$ cat src/hdl/rail_seq_defs.svh
// command codes, reset values and timing counts of the rail-off sequencer
`ifndef RAIL_SEQ_DEFS_SVH
`define RAIL_SEQ_DEFS_SVH
`define CMD_VOUT_OV 8'h41
`define CMD_VOUT_UV 8'h45
`define CMD_VIN_OV 8'h56
`define CMD_TON_MAX 8'h63
`define CMD_OFF_DELAY 8'h64
`define CMD_FALL_TIME 8'h65
`define CMD_TOFF_WARN 8'h66
`define CMD_CHAN_CFG 8'hD0
`define CMD_RETRY 8'hDB
`define CMD_RESTART 8'hDC
`define RST_VIN_OV 8'h80
`define RST_OUT_RESP 8'hB8
`define RST_OFF_DELAY 16'h8000
`define RST_FALL_TIME 16'hD200
`define RST_TOFF_WARN 16'hF258
`define RST_RETRY 16'hFABC
`define RST_RESTART 16'hFBE8
`define RST_CHAN_CFG 8'h00
`define RESP_LATCH_OFF 8'h80
`define RESP_RETRY_ALL 3'h7
`define CFG_NO_RETRY_DECAY 0
`define CFG_DECAY_WAIT 1
`define CFG_CCM 2
`define CLK_PERIOD_NS 10
`define TICK_PERIOD_NS 10000
`define TICK_CYCLES (`TICK_PERIOD_NS / `CLK_PERIOD_NS)
`define TICKS_PER_MS (1000000 / `TICK_PERIOD_NS)
`define MS_TICKS(ms) ((ms) * `TICKS_PER_MS)
`define FALL_MIN_US 250
`define FALL_MIN_TICKS ((`FALL_MIN_US * 1000 + `TICK_PERIOD_NS - 1) / `TICK_PERIOD_NS)
`define FALL_MAX_MS 1300
`define DELAY_MAX_MS 83000
`define WARN_MIN_MS 120
`define WARN_MAX_MS 524000
`define RETRY_MIN_MS 120
`define RETRY_MAX_MS 83880
`define HOLD_MIN_MS 136
`define HOLD_MAX_MS 65520
`define SLOPE_MV_PER_MS 4000
`define SLOPE_MV_PER_TICK (`SLOPE_MV_PER_MS / `TICKS_PER_MS)
`define OFF_LEVEL_SHIFT 3
`endif

$ cat src/hdl/rail_seq_pkg.sv
// types shared by the rail-off sequencer
package rail_seq_pkg;
    typedef enum logic [2:0] {
        ST_IDLE,
        ST_DELAY,
        ST_FALL,
        ST_TRI,
        ST_DECAY,
        ST_OFF,
        ST_RETRY,
        ST_LATCH
    } seq_state_t;
    typedef logic [26:0] ticks_t;
endpackage : rail_seq_pkg

$ cat src/hdl/linear_to_ticks.sv
// decodes a linear 5s/11s millisecond value into clamped 10us ticks
`timescale 1ns/1ps
`default_nettype none
`include "rail_seq_defs.svh"
module linear_to_ticks #(
    parameter logic [26:0] MIN_TICKS = 27'h0000000,
    parameter logic [26:0] MAX_TICKS = 27'h7FFFFFF,
    parameter bit ZERO_PASS = 1'b0
) (
    input wire logic [15:0] raw_i,
    output logic [26:0] ticks_o
);
    import rail_seq_pkg::*;
    logic signed [4:0] expo;
    logic [47:0] prod;
    logic [47:0] scaled;
    assign expo = raw_i[15:11];
    always_comb
    begin
        // negative times make no sense, read them as zero
        prod = raw_i[10] ? 48'h0 : 48'(raw_i[9:0]) * 48'(`TICKS_PER_MS);
        if (!expo[4])
            scaled = prod << expo[3:0];
        else
            scaled = prod >> 5'(-expo);
        if (ZERO_PASS && prod == 48'h0)
            ticks_o = 27'h0;
        else if (scaled < 48'(MIN_TICKS))
            ticks_o = MIN_TICKS;
        else if (scaled > 48'(MAX_TICKS))
            ticks_o = MAX_TICKS;
        else
            ticks_o = scaled[26:0];
    end
endmodule : linear_to_ticks
`default_nettype wire

$ cat src/hdl/interval_timer.sv
// down-counter in 10us ticks with a one-cycle expiry pulse
`timescale 1ns/1ps
`default_nettype none
module interval_timer (
    input wire logic clk_sys_i,
    input wire logic rst_i,
    input wire logic tick_i,
    input wire logic load_i,
    input wire logic abort_i,
    input wire logic [26:0] count_i,
    output logic busy_o,
    output logic done_o
);
    import rail_seq_pkg::*;
    ticks_t remain;
    always_ff @(posedge clk_sys_i)
    begin
        if (rst_i)
        begin
            remain <= 27'h0;
            busy_o <= 1'b0;
            done_o <= 1'b0;
        end
        else
        begin
            done_o <= 1'b0;
            if (abort_i)
                busy_o <= 1'b0;
            else if (load_i && count_i == 27'h0)
                done_o <= 1'b1;
            else if (load_i)
            begin
                remain <= count_i;
                busy_o <= 1'b1;
            end
            else if (busy_o && tick_i)
            begin
                remain <= remain - 27'h1;
                if (remain == 27'h1)
                begin
                    busy_o <= 1'b0;
                    done_o <= 1'b1;
                end
            end
        end
    end
endmodule : interval_timer
`default_nettype wire

$ cat src/hdl/rail_off_restart_retry_seq.sv
// one channel of turn-off ramp, restart hold and fault retry sequencing
`timescale 1ns/1ps
`default_nettype none
`include "rail_seq_defs.svh"
module rail_off_restart_retry_seq #(
    parameter int TICK_CYC = `TICK_CYCLES
) (
    input wire logic clk_sys_i,
    input wire logic rst_i,
    input wire logic cmd_valid_i,
    input wire logic cmd_write_i,
    input wire logic [7:0] cmd_code_i,
    input wire logic [15:0] cmd_data_i,
    output logic [15:0] rd_data_o,
    output logic cmd_ack_o,
    output logic cmd_unknown_o,
    input wire logic [15:0] target_level_i,
    input wire logic [15:0] vout_i,
    input wire logic stop_i,
    input wire logic on_i,
    input wire logic run_in_i,
    output logic run_out_o,
    output logic run_oe_n_o,
    input wire logic fault_vin_ov_i,
    input wire logic fault_vout_ov_i,
    input wire logic fault_vout_uv_i,
    input wire logic fault_ton_max_i,
    input wire logic clear_faults_i,
    output logic [15:0] ref_level_o,
    output logic stage_off_o,
    output logic ccm_o,
    output logic start_o,
    output logic off_warn_o,
    output logic status_none_above_o,
    output logic status_input_o,
    output logic status_vin_ov_o,
    output logic alert_o
);
    import rail_seq_pkg::*;

    seq_state_t state;
    seq_state_t next_state;
    logic [7:0] output_overvoltage_action;
    logic [7:0] output_undervoltage_action;
    logic [7:0] input_overvoltage_action;
    logic [7:0] startup_timeout_action;
    logic [7:0] channel_config;
    logic [15:0] turn_off_delay;
    logic [15:0] output_fall_time;
    logic [15:0] off_timeout_warn_limit;
    logic [15:0] fault_retry_interval;
    logic [15:0] run_restart_hold;
    ticks_t delay_ticks;
    ticks_t fall_ticks;
    ticks_t warn_ticks;
    ticks_t retry_ticks;
    ticks_t hold_ticks;
    ticks_t slope_ticks;
    ticks_t fall_eff;
    logic [9:0] tick_cnt;
    logic tick;
    logic [15:0] ramp_from;
    logic [39:0] ramp_acc;
    logic [39:0] acc_sum;
    logic [39:0] fall_cycles;
    logic run_d;
    logic run_fall;
    logic vout_low;
    logic decay_opt;
    logic fault_hit;
    logic [7:0] resp;
    logic retry_ok;
    logic seq_load;
    logic seq_abort;
    logic seq_done;
    logic hold_busy;
    logic hold_done;
    logic hold_elapsed;
    logic retry_done;
    logic retry_elapsed;

    // command port: bytes for actions, two linear bytes for timings
    always_ff @(posedge clk_sys_i)
    begin
        if (rst_i)
        begin
            output_overvoltage_action <= `RST_OUT_RESP;
            output_undervoltage_action <= `RST_OUT_RESP;
            input_overvoltage_action <= `RST_VIN_OV;
            startup_timeout_action <= `RST_OUT_RESP;
            channel_config <= `RST_CHAN_CFG;
            turn_off_delay <= `RST_OFF_DELAY;
            output_fall_time <= `RST_FALL_TIME;
            off_timeout_warn_limit <= `RST_TOFF_WARN;
            fault_retry_interval <= `RST_RETRY;
            run_restart_hold <= `RST_RESTART;
        end
        else if (cmd_valid_i && cmd_write_i)
        begin
            unique case (cmd_code_i)
                `CMD_VOUT_OV: output_overvoltage_action <= cmd_data_i[7:0];
                `CMD_VOUT_UV: output_undervoltage_action <= cmd_data_i[7:0];
                `CMD_VIN_OV: input_overvoltage_action <= cmd_data_i[7:0];
                `CMD_TON_MAX: startup_timeout_action <= cmd_data_i[7:0];
                `CMD_CHAN_CFG: channel_config <= cmd_data_i[7:0];
                `CMD_OFF_DELAY: turn_off_delay <= cmd_data_i;
                `CMD_FALL_TIME: output_fall_time <= cmd_data_i;
                `CMD_TOFF_WARN: off_timeout_warn_limit <= cmd_data_i;
                `CMD_RETRY: fault_retry_interval <= cmd_data_i;
                `CMD_RESTART: run_restart_hold <= cmd_data_i;
                default: ;
            endcase
        end
    end

    always_ff @(posedge clk_sys_i)
    begin
        if (rst_i)
        begin
            rd_data_o <= 16'h0000;
            cmd_ack_o <= 1'b0;
            cmd_unknown_o <= 1'b0;
        end
        else
        begin
            cmd_ack_o <= cmd_valid_i;
            cmd_unknown_o <= 1'b0;
            if (cmd_valid_i)
            begin
                unique case (cmd_code_i)
                    `CMD_VOUT_OV: rd_data_o <= {8'h00, output_overvoltage_action};
                    `CMD_VOUT_UV: rd_data_o <= {8'h00, output_undervoltage_action};
                    `CMD_VIN_OV: rd_data_o <= {8'h00, input_overvoltage_action};
                    `CMD_TON_MAX: rd_data_o <= {8'h00, startup_timeout_action};
                    `CMD_CHAN_CFG: rd_data_o <= {8'h00, channel_config};
                    `CMD_OFF_DELAY: rd_data_o <= turn_off_delay;
                    `CMD_FALL_TIME: rd_data_o <= output_fall_time;
                    `CMD_TOFF_WARN: rd_data_o <= off_timeout_warn_limit;
                    `CMD_RETRY: rd_data_o <= fault_retry_interval;
                    `CMD_RESTART: rd_data_o <= run_restart_hold;
                    default:
                    begin
                        rd_data_o <= 16'h0000;
                        cmd_unknown_o <= 1'b1;
                    end
                endcase
            end
        end
    end

    linear_to_ticks #(.MIN_TICKS(27'h0),
        .MAX_TICKS(27'(`MS_TICKS(`DELAY_MAX_MS))))
        u_dec_delay (.raw_i(turn_off_delay), .ticks_o(delay_ticks));
    linear_to_ticks #(.MIN_TICKS(27'(`FALL_MIN_TICKS)),
        .MAX_TICKS(27'(`MS_TICKS(`FALL_MAX_MS))))
        u_dec_fall (.raw_i(output_fall_time), .ticks_o(fall_ticks));
    linear_to_ticks #(.MIN_TICKS(27'(`MS_TICKS(`WARN_MIN_MS))),
        .MAX_TICKS(27'(`MS_TICKS(`WARN_MAX_MS))), .ZERO_PASS(1'b1))
        u_dec_warn (.raw_i(off_timeout_warn_limit), .ticks_o(warn_ticks));
    linear_to_ticks #(.MIN_TICKS(27'(`MS_TICKS(`RETRY_MIN_MS))),
        .MAX_TICKS(27'(`MS_TICKS(`RETRY_MAX_MS))))
        u_dec_retry (.raw_i(fault_retry_interval), .ticks_o(retry_ticks));
    linear_to_ticks #(.MIN_TICKS(27'(`MS_TICKS(`HOLD_MIN_MS))),
        .MAX_TICKS(27'(`MS_TICKS(`HOLD_MAX_MS))))
        u_dec_hold (.raw_i(run_restart_hold), .ticks_o(hold_ticks));

    // 10us timebase shared by all timers
    always_ff @(posedge clk_sys_i)
    begin
        if (rst_i || tick)
            tick_cnt <= 10'h000;
        else
            tick_cnt <= tick_cnt + 10'h001;
    end
    assign tick = tick_cnt == 10'(TICK_CYC - 1);

    assign decay_opt = channel_config[`CFG_DECAY_WAIT];
    assign vout_low = vout_i < (target_level_i >> `OFF_LEVEL_SHIFT);
    assign run_fall = run_d && !run_in_i && run_oe_n_o;
    assign fault_hit = fault_vin_ov_i || fault_vout_ov_i ||
        fault_vout_uv_i || fault_ton_max_i;

    always_comb
    begin
        if (fault_vin_ov_i)
            resp = input_overvoltage_action;
        else if (fault_vout_ov_i)
            resp = output_overvoltage_action;
        else if (fault_vout_uv_i)
            resp = output_undervoltage_action;
        else
            resp = startup_timeout_action;
    end
    assign retry_ok = resp != `RESP_LATCH_OFF &&
        resp[5:3] == `RESP_RETRY_ALL;

    always_comb
    begin
        next_state = state;
        if (fault_hit && state != ST_LATCH)
            next_state = retry_ok ? ST_RETRY : ST_LATCH;
        else
        begin
            unique case (state)
                ST_IDLE:
                    if (stop_i || run_fall)
                        next_state = ST_DELAY;
                ST_DELAY:
                    if (seq_done)
                        next_state = ST_FALL;
                ST_FALL:
                    if (ref_level_o == 16'h0000)
                        next_state = ST_TRI;
                ST_TRI:
                    next_state = decay_opt ? ST_DECAY : ST_OFF;
                ST_DECAY:
                    if (vout_low)
                        next_state = ST_OFF;
                ST_OFF:
                    if (!hold_busy && (hold_elapsed || on_i) &&
                        (!decay_opt || vout_low))
                        next_state = ST_IDLE;
                ST_RETRY:
                    if (retry_elapsed && (vout_low ||
                        channel_config[`CFG_NO_RETRY_DECAY]))
                        next_state = ST_IDLE;
                ST_LATCH:
                    if (clear_faults_i)
                        next_state = ST_OFF;
            endcase
        end
    end

    always_ff @(posedge clk_sys_i)
    begin
        if (rst_i)
            state <= ST_IDLE;
        else
            state <= next_state;
    end

    // delay and warn share one timer; they never overlap in time
    assign seq_load = (next_state == ST_DELAY && state != ST_DELAY) ||
        (next_state == ST_DECAY && state != ST_DECAY &&
        warn_ticks != 27'h0);
    assign seq_abort = next_state != ST_DELAY && next_state != ST_DECAY;
    interval_timer u_seq_tmr (
        .clk_sys_i(clk_sys_i),
        .rst_i(rst_i),
        .tick_i(tick),
        .load_i(seq_load),
        .abort_i(seq_abort),
        .count_i(state == ST_TRI ? warn_ticks : delay_ticks),
        .busy_o(),
        .done_o(seq_done)
    );
    interval_timer u_hold_tmr (
        .clk_sys_i(clk_sys_i),
        .rst_i(rst_i),
        .tick_i(tick),
        .load_i(run_fall),
        .abort_i(1'b0),
        .count_i(hold_ticks),
        .busy_o(hold_busy),
        .done_o(hold_done)
    );
    interval_timer u_retry_tmr (
        .clk_sys_i(clk_sys_i),
        .rst_i(rst_i),
        .tick_i(tick),
        .load_i(fault_hit && retry_ok && state != ST_LATCH),
        .abort_i(1'b0),
        .count_i(retry_ticks),
        .busy_o(),
        .done_o(retry_done)
    );

    // run pin: open drain, only ever pulled low
    assign run_out_o = 1'b0;
    always_ff @(posedge clk_sys_i)
    begin
        if (rst_i)
        begin
            run_d <= 1'b1;
            run_oe_n_o <= 1'b1;
        end
        else
        begin
            run_d <= run_in_i;
            run_oe_n_o <= !(run_fall || (hold_busy && !hold_done));
        end
    end

    always_ff @(posedge clk_sys_i)
    begin
        if (rst_i)
        begin
            hold_elapsed <= 1'b0;
            retry_elapsed <= 1'b0;
        end
        else
        begin
            if (hold_done)
                hold_elapsed <= 1'b1;
            else if (run_fall || next_state == ST_IDLE)
                hold_elapsed <= 1'b0;
            if (retry_done)
                retry_elapsed <= 1'b1;
            else if (fault_hit || next_state == ST_IDLE)
                retry_elapsed <= 1'b0;
        end
    end

    // ramp: add the start level each clock, step once per fall_cycles
    // so the start level is consumed in exactly fall_eff ticks
    // at most one step a clock: exact only while fall_cycles >= ramp_from
    assign slope_ticks = 27'((32'(ramp_from) + `SLOPE_MV_PER_TICK - 1) /
        `SLOPE_MV_PER_TICK);
    assign fall_eff = fall_ticks > slope_ticks ? fall_ticks : slope_ticks;
    assign fall_cycles = 40'(fall_eff) * 40'(TICK_CYC);
    assign acc_sum = ramp_acc + 40'(ramp_from);

    always_ff @(posedge clk_sys_i)
    begin
        if (rst_i)
        begin
            ref_level_o <= 16'h0000;
            ramp_from <= 16'h0000;
            ramp_acc <= 40'h0;
        end
        else if (state == ST_IDLE || state == ST_DELAY)
        begin
            ref_level_o <= target_level_i;
            ramp_from <= target_level_i;
            ramp_acc <= 40'h0;
        end
        else if (state == ST_FALL)
        begin
            if (acc_sum >= fall_cycles)
            begin
                ramp_acc <= acc_sum - fall_cycles;
                if (ref_level_o != 16'h0000)
                    ref_level_o <= ref_level_o - 16'h0001;
            end
            else
                ramp_acc <= acc_sum;
        end
        else
            ref_level_o <= 16'h0000;
    end

    always_ff @(posedge clk_sys_i)
    begin
        if (rst_i)
        begin
            stage_off_o <= 1'b0;
            ccm_o <= 1'b0;
            start_o <= 1'b0;
        end
        else
        begin
            stage_off_o <= !(next_state inside {ST_IDLE, ST_DELAY, ST_FALL});
            ccm_o <= channel_config[`CFG_CCM];
            start_o <= next_state == ST_IDLE &&
                (state == ST_OFF || state == ST_RETRY);
        end
    end

    // status flags: a new event wins over a clear in the same cycle
    always_ff @(posedge clk_sys_i)
    begin
        if (rst_i)
        begin
            off_warn_o <= 1'b0;
            status_none_above_o <= 1'b0;
            status_input_o <= 1'b0;
            status_vin_ov_o <= 1'b0;
            alert_o <= 1'b0;
        end
        else
        begin
            if (state == ST_DECAY && seq_done && !vout_low)
                off_warn_o <= 1'b1;
            else if (clear_faults_i)
                off_warn_o <= 1'b0;
            if (fault_vin_ov_i)
            begin
                status_none_above_o <= 1'b1;
                status_input_o <= 1'b1;
                status_vin_ov_o <= 1'b1;
                alert_o <= 1'b1;
            end
            else if (clear_faults_i)
            begin
                status_none_above_o <= 1'b0;
                status_input_o <= 1'b0;
                status_vin_ov_o <= 1'b0;
                alert_o <= 1'b0;
            end
        end
    end
endmodule : rail_off_restart_retry_seq
`default_nettype wire

$ cat config.mk
export PLATFORM = sky130hd
export DESIGN_NAME = rail_off_restart_retry_seq
export DESIGN_NICKNAME = d
export VERILOG_FILES = /design/src/hdl/rail_seq_pkg.sv /design/src/hdl/linear_to_ticks.sv /design/src/hdl/interval_timer.sv /design/src/hdl/rail_off_restart_retry_seq.sv
export VERILOG_INCLUDE_DIRS = /design/src /design/src/hdl
export SDC_FILE = /design/constraint.sdc
export NUM_CORES = 2
export LEC_CHECK = 0
export BUFFER_PORTS_ARGS = -buffer_cell sky130_fd_sc_hd__buf_2
export CORE_MARGIN = 3
export CORE_UTILIZATION = 41
export DETAILED_ROUTE_END_ITERATION = 8
export SLEW_MARGIN = 30
export SYNTH_ARGS = -nofsm -noshare
export SYNTH_HDL_FRONTEND = slang
export SYNTH_SLANG_ARGS = --single-unit
$ cat constraint.sdc
create_clock -name clk_sys_i -period 28.8 [get_ports clk_sys_i]
set_input_delay 1.44 -clock clk_sys_i [delete_from_list [all_inputs] [get_ports clk_sys_i]]
set_output_delay 1.44 -clock clk_sys_i [all_outputs]
set_load 0.02 [all_outputs]
After elaboration in Yosys (flattened, before gate mapping)
Cells that the tools add are included.
{ "word_totals": {"reg_bits": 319, "elab_cells": 282, "output_inout_bits": 44} }
{ "op_classes": {"n_mul": 6, "n_mux": 78, "n_div": 1, "magnitude_cmp": 13, "bitwise_logic": 5, "shifts": 10, "addsub": 14, "n_reduce_logical": 86, "n_eq_ne": 33} }
{ "op_table": {"columns": ["operator", "count"], "rows": [
  ["$mux 27", 19],
  ["$mux 48", 5],
  ["$shl 48x4->48", 5],
  ["$shr 48x5->48", 5],
  ["$pmux 16 s10", 1],
  ["$gt 48x23->1 const B", 3],
  ["$lt 48x14->1 const B", 3],
  ["$mux 17", 5],
  ["$eq 27x1->1 const B", 3],
  ["$logic_not 27->1", 3],
  ["$sub 27x1->27 const B", 3],
  ["$mul 10x5->15 const B", 5],
  ["$mux 16", 4],
  ["$eq 8x7->1 const B", 7],
  ["$gt 48x17->1 const B", 1],
  ["$gt 48x26->1 const B", 1],
  ["$logic_not 48->1", 1],
  ["$lt 48x1->1 const B", 1],
  ["$lt 48x5->1 const B", 1],
  ["$add 40x16->40", 1],
  ["$ge 40x37->1", 1],
  ["$mux 40", 1],
  ["$sub 40x37->40", 1],
  ["$mul 27x7->34 const B", 1],
  ["other kinds (35)", 165]
]} }

Logic depth before layout (Yosys ltp)
{ "logic_depth": {"depth_word": 14, "ltp_mapped": 82, "depth_no_buf": 77} }

By module
From an unflattened synthesis, not the netlist that was laid out.
{ "unflattened": {"cells_unflattened": 6128, "area_unflattened_um2": 44300.0} }
{ "by_module_without_submodules": {"columns": ["mod", "area_per_inst_um2", "instances", "cells_per_inst"], "rows": [
  ["rail_off_restart_retry_seq", 20352.0, 1, 2605],
  ["interval_timer", 1968.1, 3, 282],
  ["linear_to_ticks (u_dec_fall)", 3672.3, 1, 533],
  ["linear_to_ticks (u_dec_hold)", 3658.5, 1, 546],
  ["linear_to_ticks (u_dec_retry)", 3627.2, 1, 543],
  ["linear_to_ticks (u_dec_warn)", 3618.5, 1, 546],
  ["linear_to_ticks (u_dec_delay)", 3467.1, 1, 509]
]} }

Worst setup path before layout
OpenSTA, ideal clock, no wires.
{ "synth_path": {"path_kind": "reg-to-reg", "startpoint": "register output_fall_time[2]", "endpoint": "register ramp_acc[33]", "t_arrival_ps": 15436, "path_buffers": 5, "period_less_slack_ps": 15563, "setup_slack_ps": 13237, "required_ps": 28672, "stages_incl_launch_ff": 73, "cell_sequence": "dfxtp_1 ha_1 ha_1 inv_1 fa_1 inv_1 ha_1 a21oi_1 o21ai_0 a21oi_1 o21ai_1 a21o_1 a2111oi_0 nor3_1 mux4_2 o31ai_1 nor2_1 and3_1 (+37 left out) nor2b_1 nor2_1 nor2_1 a311o_1 ha_1 a21o_1 a21o_1 a221oi_1 o21ai_0 o41ai_1 o22ai_1 nor4b_1 clkbuf_1 clkbuf_1 clkbuf_1 o21ai_0 o21ai_0 nor2_1"} }
{ "synth_between": {"elab_chain_len": 12} }
{ "synth_lines": {"columns": ["element", "line_no", "source"], "rows": [
  ["start: declaration", "rail_off_restart_retry_seq.sv:49", "logic [15:0] output_fall_time;"],
  ["start signal: assignment", "rail_off_restart_retry_seq.sv:93", "output_fall_time <= `RST_FALL_TIME;"],
  ["start signal: assignment", "rail_off_restart_retry_seq.sv:107", "`CMD_FALL_TIME: output_fall_time <= cmd_data_i;"],
  ["$mul 10x5->15 (*)", "linear_to_ticks.sv:21", "prod = raw_i[10] ? 48'h0 : 48'(raw_i[9:0]) * 48'(`TICKS_PER_MS);"],
  ["$mux 17 (*)", "linear_to_ticks.sv:21", null],
  ["$shr 48x5->48 or $shl 48x4->48 (tied branches)", "linear_to_ticks.sv:25, linear_to_ticks.sv:23", null],
  ["$mux 48 (*)", "linear_to_ticks.sv:22", "if (!expo[4])"],
  ["$gt 48x17->1", "linear_to_ticks.sv:30", "else if (scaled > 48'(MAX_TICKS))"],
  ["$mux 27", "linear_to_ticks.sv:30", null],
  ["$mux 27 (*)", "linear_to_ticks.sv:28", "else if (scaled < 48'(MIN_TICKS))"],
  ["$gt 27x27->1", "rail_off_restart_retry_seq.sv:319", "assign fall_eff = fall_ticks > slope_ticks ? fall_ticks : slope_ticks;"],
  ["$mux 27 (*)", "rail_off_restart_retry_seq.sv:319", null],
  ["$mul 27x7->34 (*)", "rail_off_restart_retry_seq.sv:320", "assign fall_cycles = 40'(fall_eff) * 40'(TICK_CYC);"],
  ["$sub 40x37->40 or $ge 40x37->1 (tied branches)", "rail_off_restart_retry_seq.sv:341, rail_off_restart_retry_seq.sv:339", null],
  ["$mux 40 (*)", "rail_off_restart_retry_seq.sv:339", "if (acc_sum >= fall_cycles)"],
  ["end signal: assignment", "rail_off_restart_retry_seq.sv:341", "ramp_acc <= acc_sum - fall_cycles;"],
  ["end signal: assignment", "rail_off_restart_retry_seq.sv:346", "ramp_acc <= acc_sum;"],
  ["end: declaration", "rail_off_restart_retry_seq.sv:63", "logic [39:0] ramp_acc;"]
]} }
Mark *: on every way between the ends. The rest lies on a longest branch, timed or not.
A chain may end at the register's enable or synchronous reset.

Worst setup path in the final report
{ "layout_path": {"startpoint": "register output_fall_time[2]", "endpoint": "register ref_level_o[1]"} }
{ "layout_between": {"elab_chain_len": 13} }
{ "layout_lines": {"columns": ["element", "line_no", "source"], "rows": [
  ["$mul 10x5->15 (*)", "linear_to_ticks.sv:21", null],
  ["$mux 17 (*)", "linear_to_ticks.sv:21", null],
  ["$shr 48x5->48 or $shl 48x4->48 (tied branches)", "linear_to_ticks.sv:25, linear_to_ticks.sv:23", null],
  ["$mux 48 (*)", "linear_to_ticks.sv:22", null],
  ["$gt 48x17->1", "linear_to_ticks.sv:30", null],
  ["$mux 27", "linear_to_ticks.sv:30", null],
  ["$mux 27 (*)", "linear_to_ticks.sv:28", null],
  ["$gt 27x27->1", "rail_off_restart_retry_seq.sv:319", null],
  ["$mux 27 (*)", "rail_off_restart_retry_seq.sv:319", null],
  ["$mul 27x7->34 (*)", "rail_off_restart_retry_seq.sv:320", null],
  ["$ge 40x37->1 (*)", "rail_off_restart_retry_seq.sv:339", null],
  ["$ne 3x2->1 (no source line) (*)", null, null],
  ["$reduce_and 2->1 (no source line) (*)", null, null],
  ["end signal: assignment", "rail_off_restart_retry_seq.sv:333", "ref_level_o <= target_level_i;"],
  ["end signal: assignment", "rail_off_restart_retry_seq.sv:343", "ref_level_o <= ref_level_o - 16'h0001;"],
  ["end: declaration", "rail_off_restart_retry_seq.sv:29", "output logic [15:0] ref_level_o,"]
]} }
Marks and branches as above.

==> metrics <==
status finished, final reports clean; DR vias/cell 6.19; drt pass-1 iters 7; post-synth top area cell dfxtp_1; Crit Reg-Reg Endpoint ref_level_o[1]; clk slew on worst S/H paths 60 ps; initial core utilization 41.7%; gpl congestion 0.999; die area 101000 um2; RSZ-0062 raised after global routing false; clock power share between 20% and 30%; post-route setup TNS 0 ps; post-cts resize count 0; Post-Syn Area per Cell a little over 7 um2; Max Cap Viol 0; synth-to-layout area growth 8.22%; CP max-delay cell o31ai_1; Synth area leaders dfxtp_1 16%, ha_1 10%, nand2_1 6.5%; total number of yosys warnings 0; cell with the most instances after synthesis nand2_1; largest net degree at the start of global routing 157; R2R Setup Slk 11470 ps; Post-synth top cells 696 x nand2_1, 493 x nor2_1, 415 x a21oi_1; cts hold-fix bufs 0; fin crit period 17330 ps; core area 95900 um2; crit path launch type flip-flop; GRT overflow 0; Synth Instances 5563; DR DRC count 0; final worst setup slack 11470 ps; clk_lat worst skew 610 ps; Worst Hold Path Cells 2; Layout Nets 6069; Slew @ Worst Pin around 1000 ps; die height 318 um; sequential share of power 20.1%; CP endpoint kind flip-flop; CTS Root Cell clkbuf_16; Setup Slack @ Placement 11580 ps; layout cells sized above 1 ~7.3%; Max H-tree Level 2; biggest cell delay along the critical path 700 ps; Top Ports 112; Comb pwr share roughly 56%; Final Hold Violating Endpoints 0; first-pass GRT wire length 228 mm; final setup vio count 0; Pwr Density 54.5 nW/um2; max_slew headroom 33.2%; sw power 1.04 mW; cell-internal power 1.32 mW; count of different cell masters after synthesis 116; # rows 113; RR Startpoint output_fall_time[2]; CTS tree done; setup bufs post-CTS 0; Final period util about three fifths; CTS Buf Count 42; final slew viol count 0; CP required 29320 ps; LEAKAGE 18.2 nW; via count 42400; worst hold start channel_config[5]; HP Class reg -> reg; Max FO, Critical Path 45; Post-synth EDFFs 0; share of the synthesized area in the top cell type 16.0%; Clock Sinks ~320; hold endpoint channel_config[5]; sequential-to-total area share from yosys stat ~16%; Setup CP Type reg -> reg; Buffers on Ports 110; final wirelength 146 mm; highest clock rate between 0.05 and 0.06 GHz; Power Total roughly 2.4 mW; WL per Instance 21.3 um; synthesized area 40000 um2; all-layer global routing usage 27.5%; Longest Clk Path Bufs 3; CP arrival 17860 ps; number of routed nets with antenna violations 0; Post-synth ARST share 0%; fin area 43300 um2; clock skew 28.9 ps; #FFs+latches synth 319; switch share 44.0%; placed cell areas 41800 um2; vias in the first global route 39300; initial DRC count 4709; Peak VDD IR 0.0893 mV; CP most frequent cell o21ai_0; Core Util, Final 45.2%; R2R cell count 74; initial antenna violation count 13; Post-synth top flop dfxtp_1; Post-DP HPWL between 100 and 150 mm; Die X 318 um
## cells by family after synthesis
group	count (synthesis)	synth area share (%)
adders and majority gates	460	16.7
AOI/OAI and AO/OA	1642	28.0
and+or+nand+nor	2107	24.9
muxes	100	3.02
other	2	0.0188
buffers and inverters	735	7.02
DFF	319	16.0
xor gates and xnor gates	198	4.35
## power groups by stage
stage               clock network, mW  logic (mW)  registers [mW]
finish                          0.561        1.32           0.474
detailed placement                  0        1.29           0.483
global route                    0.587        1.49           0.476
global placement                    0        1.28           0.482
floorplan                           0        1.01           0.480
CTS                             0.572        1.29           0.473
## registers in the layout (all words and copies together) (netlist names), 3 cells and up
register,flops
turn_off_delay,16
ref_level_o,16
startup_timeout_action,8
u_retry_tmr.remain,27
state,3
u_hold_tmr.remain,27
ramp_acc,40
ramp_from,16
rd_data_o,16
u_seq_tmr.remain,27
fault_retry_interval,16
run_restart_hold,16
off_timeout_warn_limit,16
output_undervoltage_action,8
output_fall_time,16
input_overvoltage_action,8
output_overvoltage_action,8
tick_cnt,10
channel_config,8
## worst max path at each step
stage / startpoint / to / slack, ps
floorplan: output_fall_time[2] / ramp_acc[33] / 13240
global route: output_fall_time[2] / ramp_acc[22] / 9750
CTS: output_fall_time[2] / ref_level_o[1] / 11510
detailed placement: output_fall_time[2] / ref_level_o[1] / 11580
global placement: output_fall_time[2] / ramp_acc[22] / 11860
finish: output_fall_time[2] / ref_level_o[1] / 11470
## per-stage QoR
| step | std cells | hold slack, ps |
|---|---|---|
| after CTS | 6838 | 457 |
| after global routing | 6839 | 474 |
| after detailed placement | 6762 | 424 |
| final | 6847 | 456 |
| after floorplan | 5626 | 413 |
| after global placement | 6762 | 422 |
## critical path: cells and delay by family, from the launching register on
kind	cells	cell delay, ps
compound gates	38	8510
fa+ha+maj	11	4340
buf+inv	7	1170
flops	1	530
mux	1	230
simple gates	17	2430
## layout make-up
type,count,area [um2]
sequential,319,6390
clock buffer,63,1240
clock inverter,13,220
timing repair buffer,182,1110
tap,1265,1580
fill,9961,52600
multi-input combinational,4572,31100
inverter,424,1590
antenna,9,22.5
## per-layer routing
metal	share of wire, %	global-route usage [%]	vias to the layer above
li1	-	-	20200
met5	0.034	0	-
met2	43	42.1	1772
met4	3.1	8.09	8
met3	8.5	4.46	284
met1	45	39.6	20200
## layout by cell type (no fill, tap or decap), drive strengths merged, types with 117 or more instances in the layout
cell type and instances:
fa 125, buf 182, inv 416, nand2 696, a211oi 117, xnor2 122
nor3 211, a21oi 419, dfxtp 319, ha 335, nor2 496, nand3 174
o21ai 278
No activity file was read; power rests on OpenSTA's default activity.
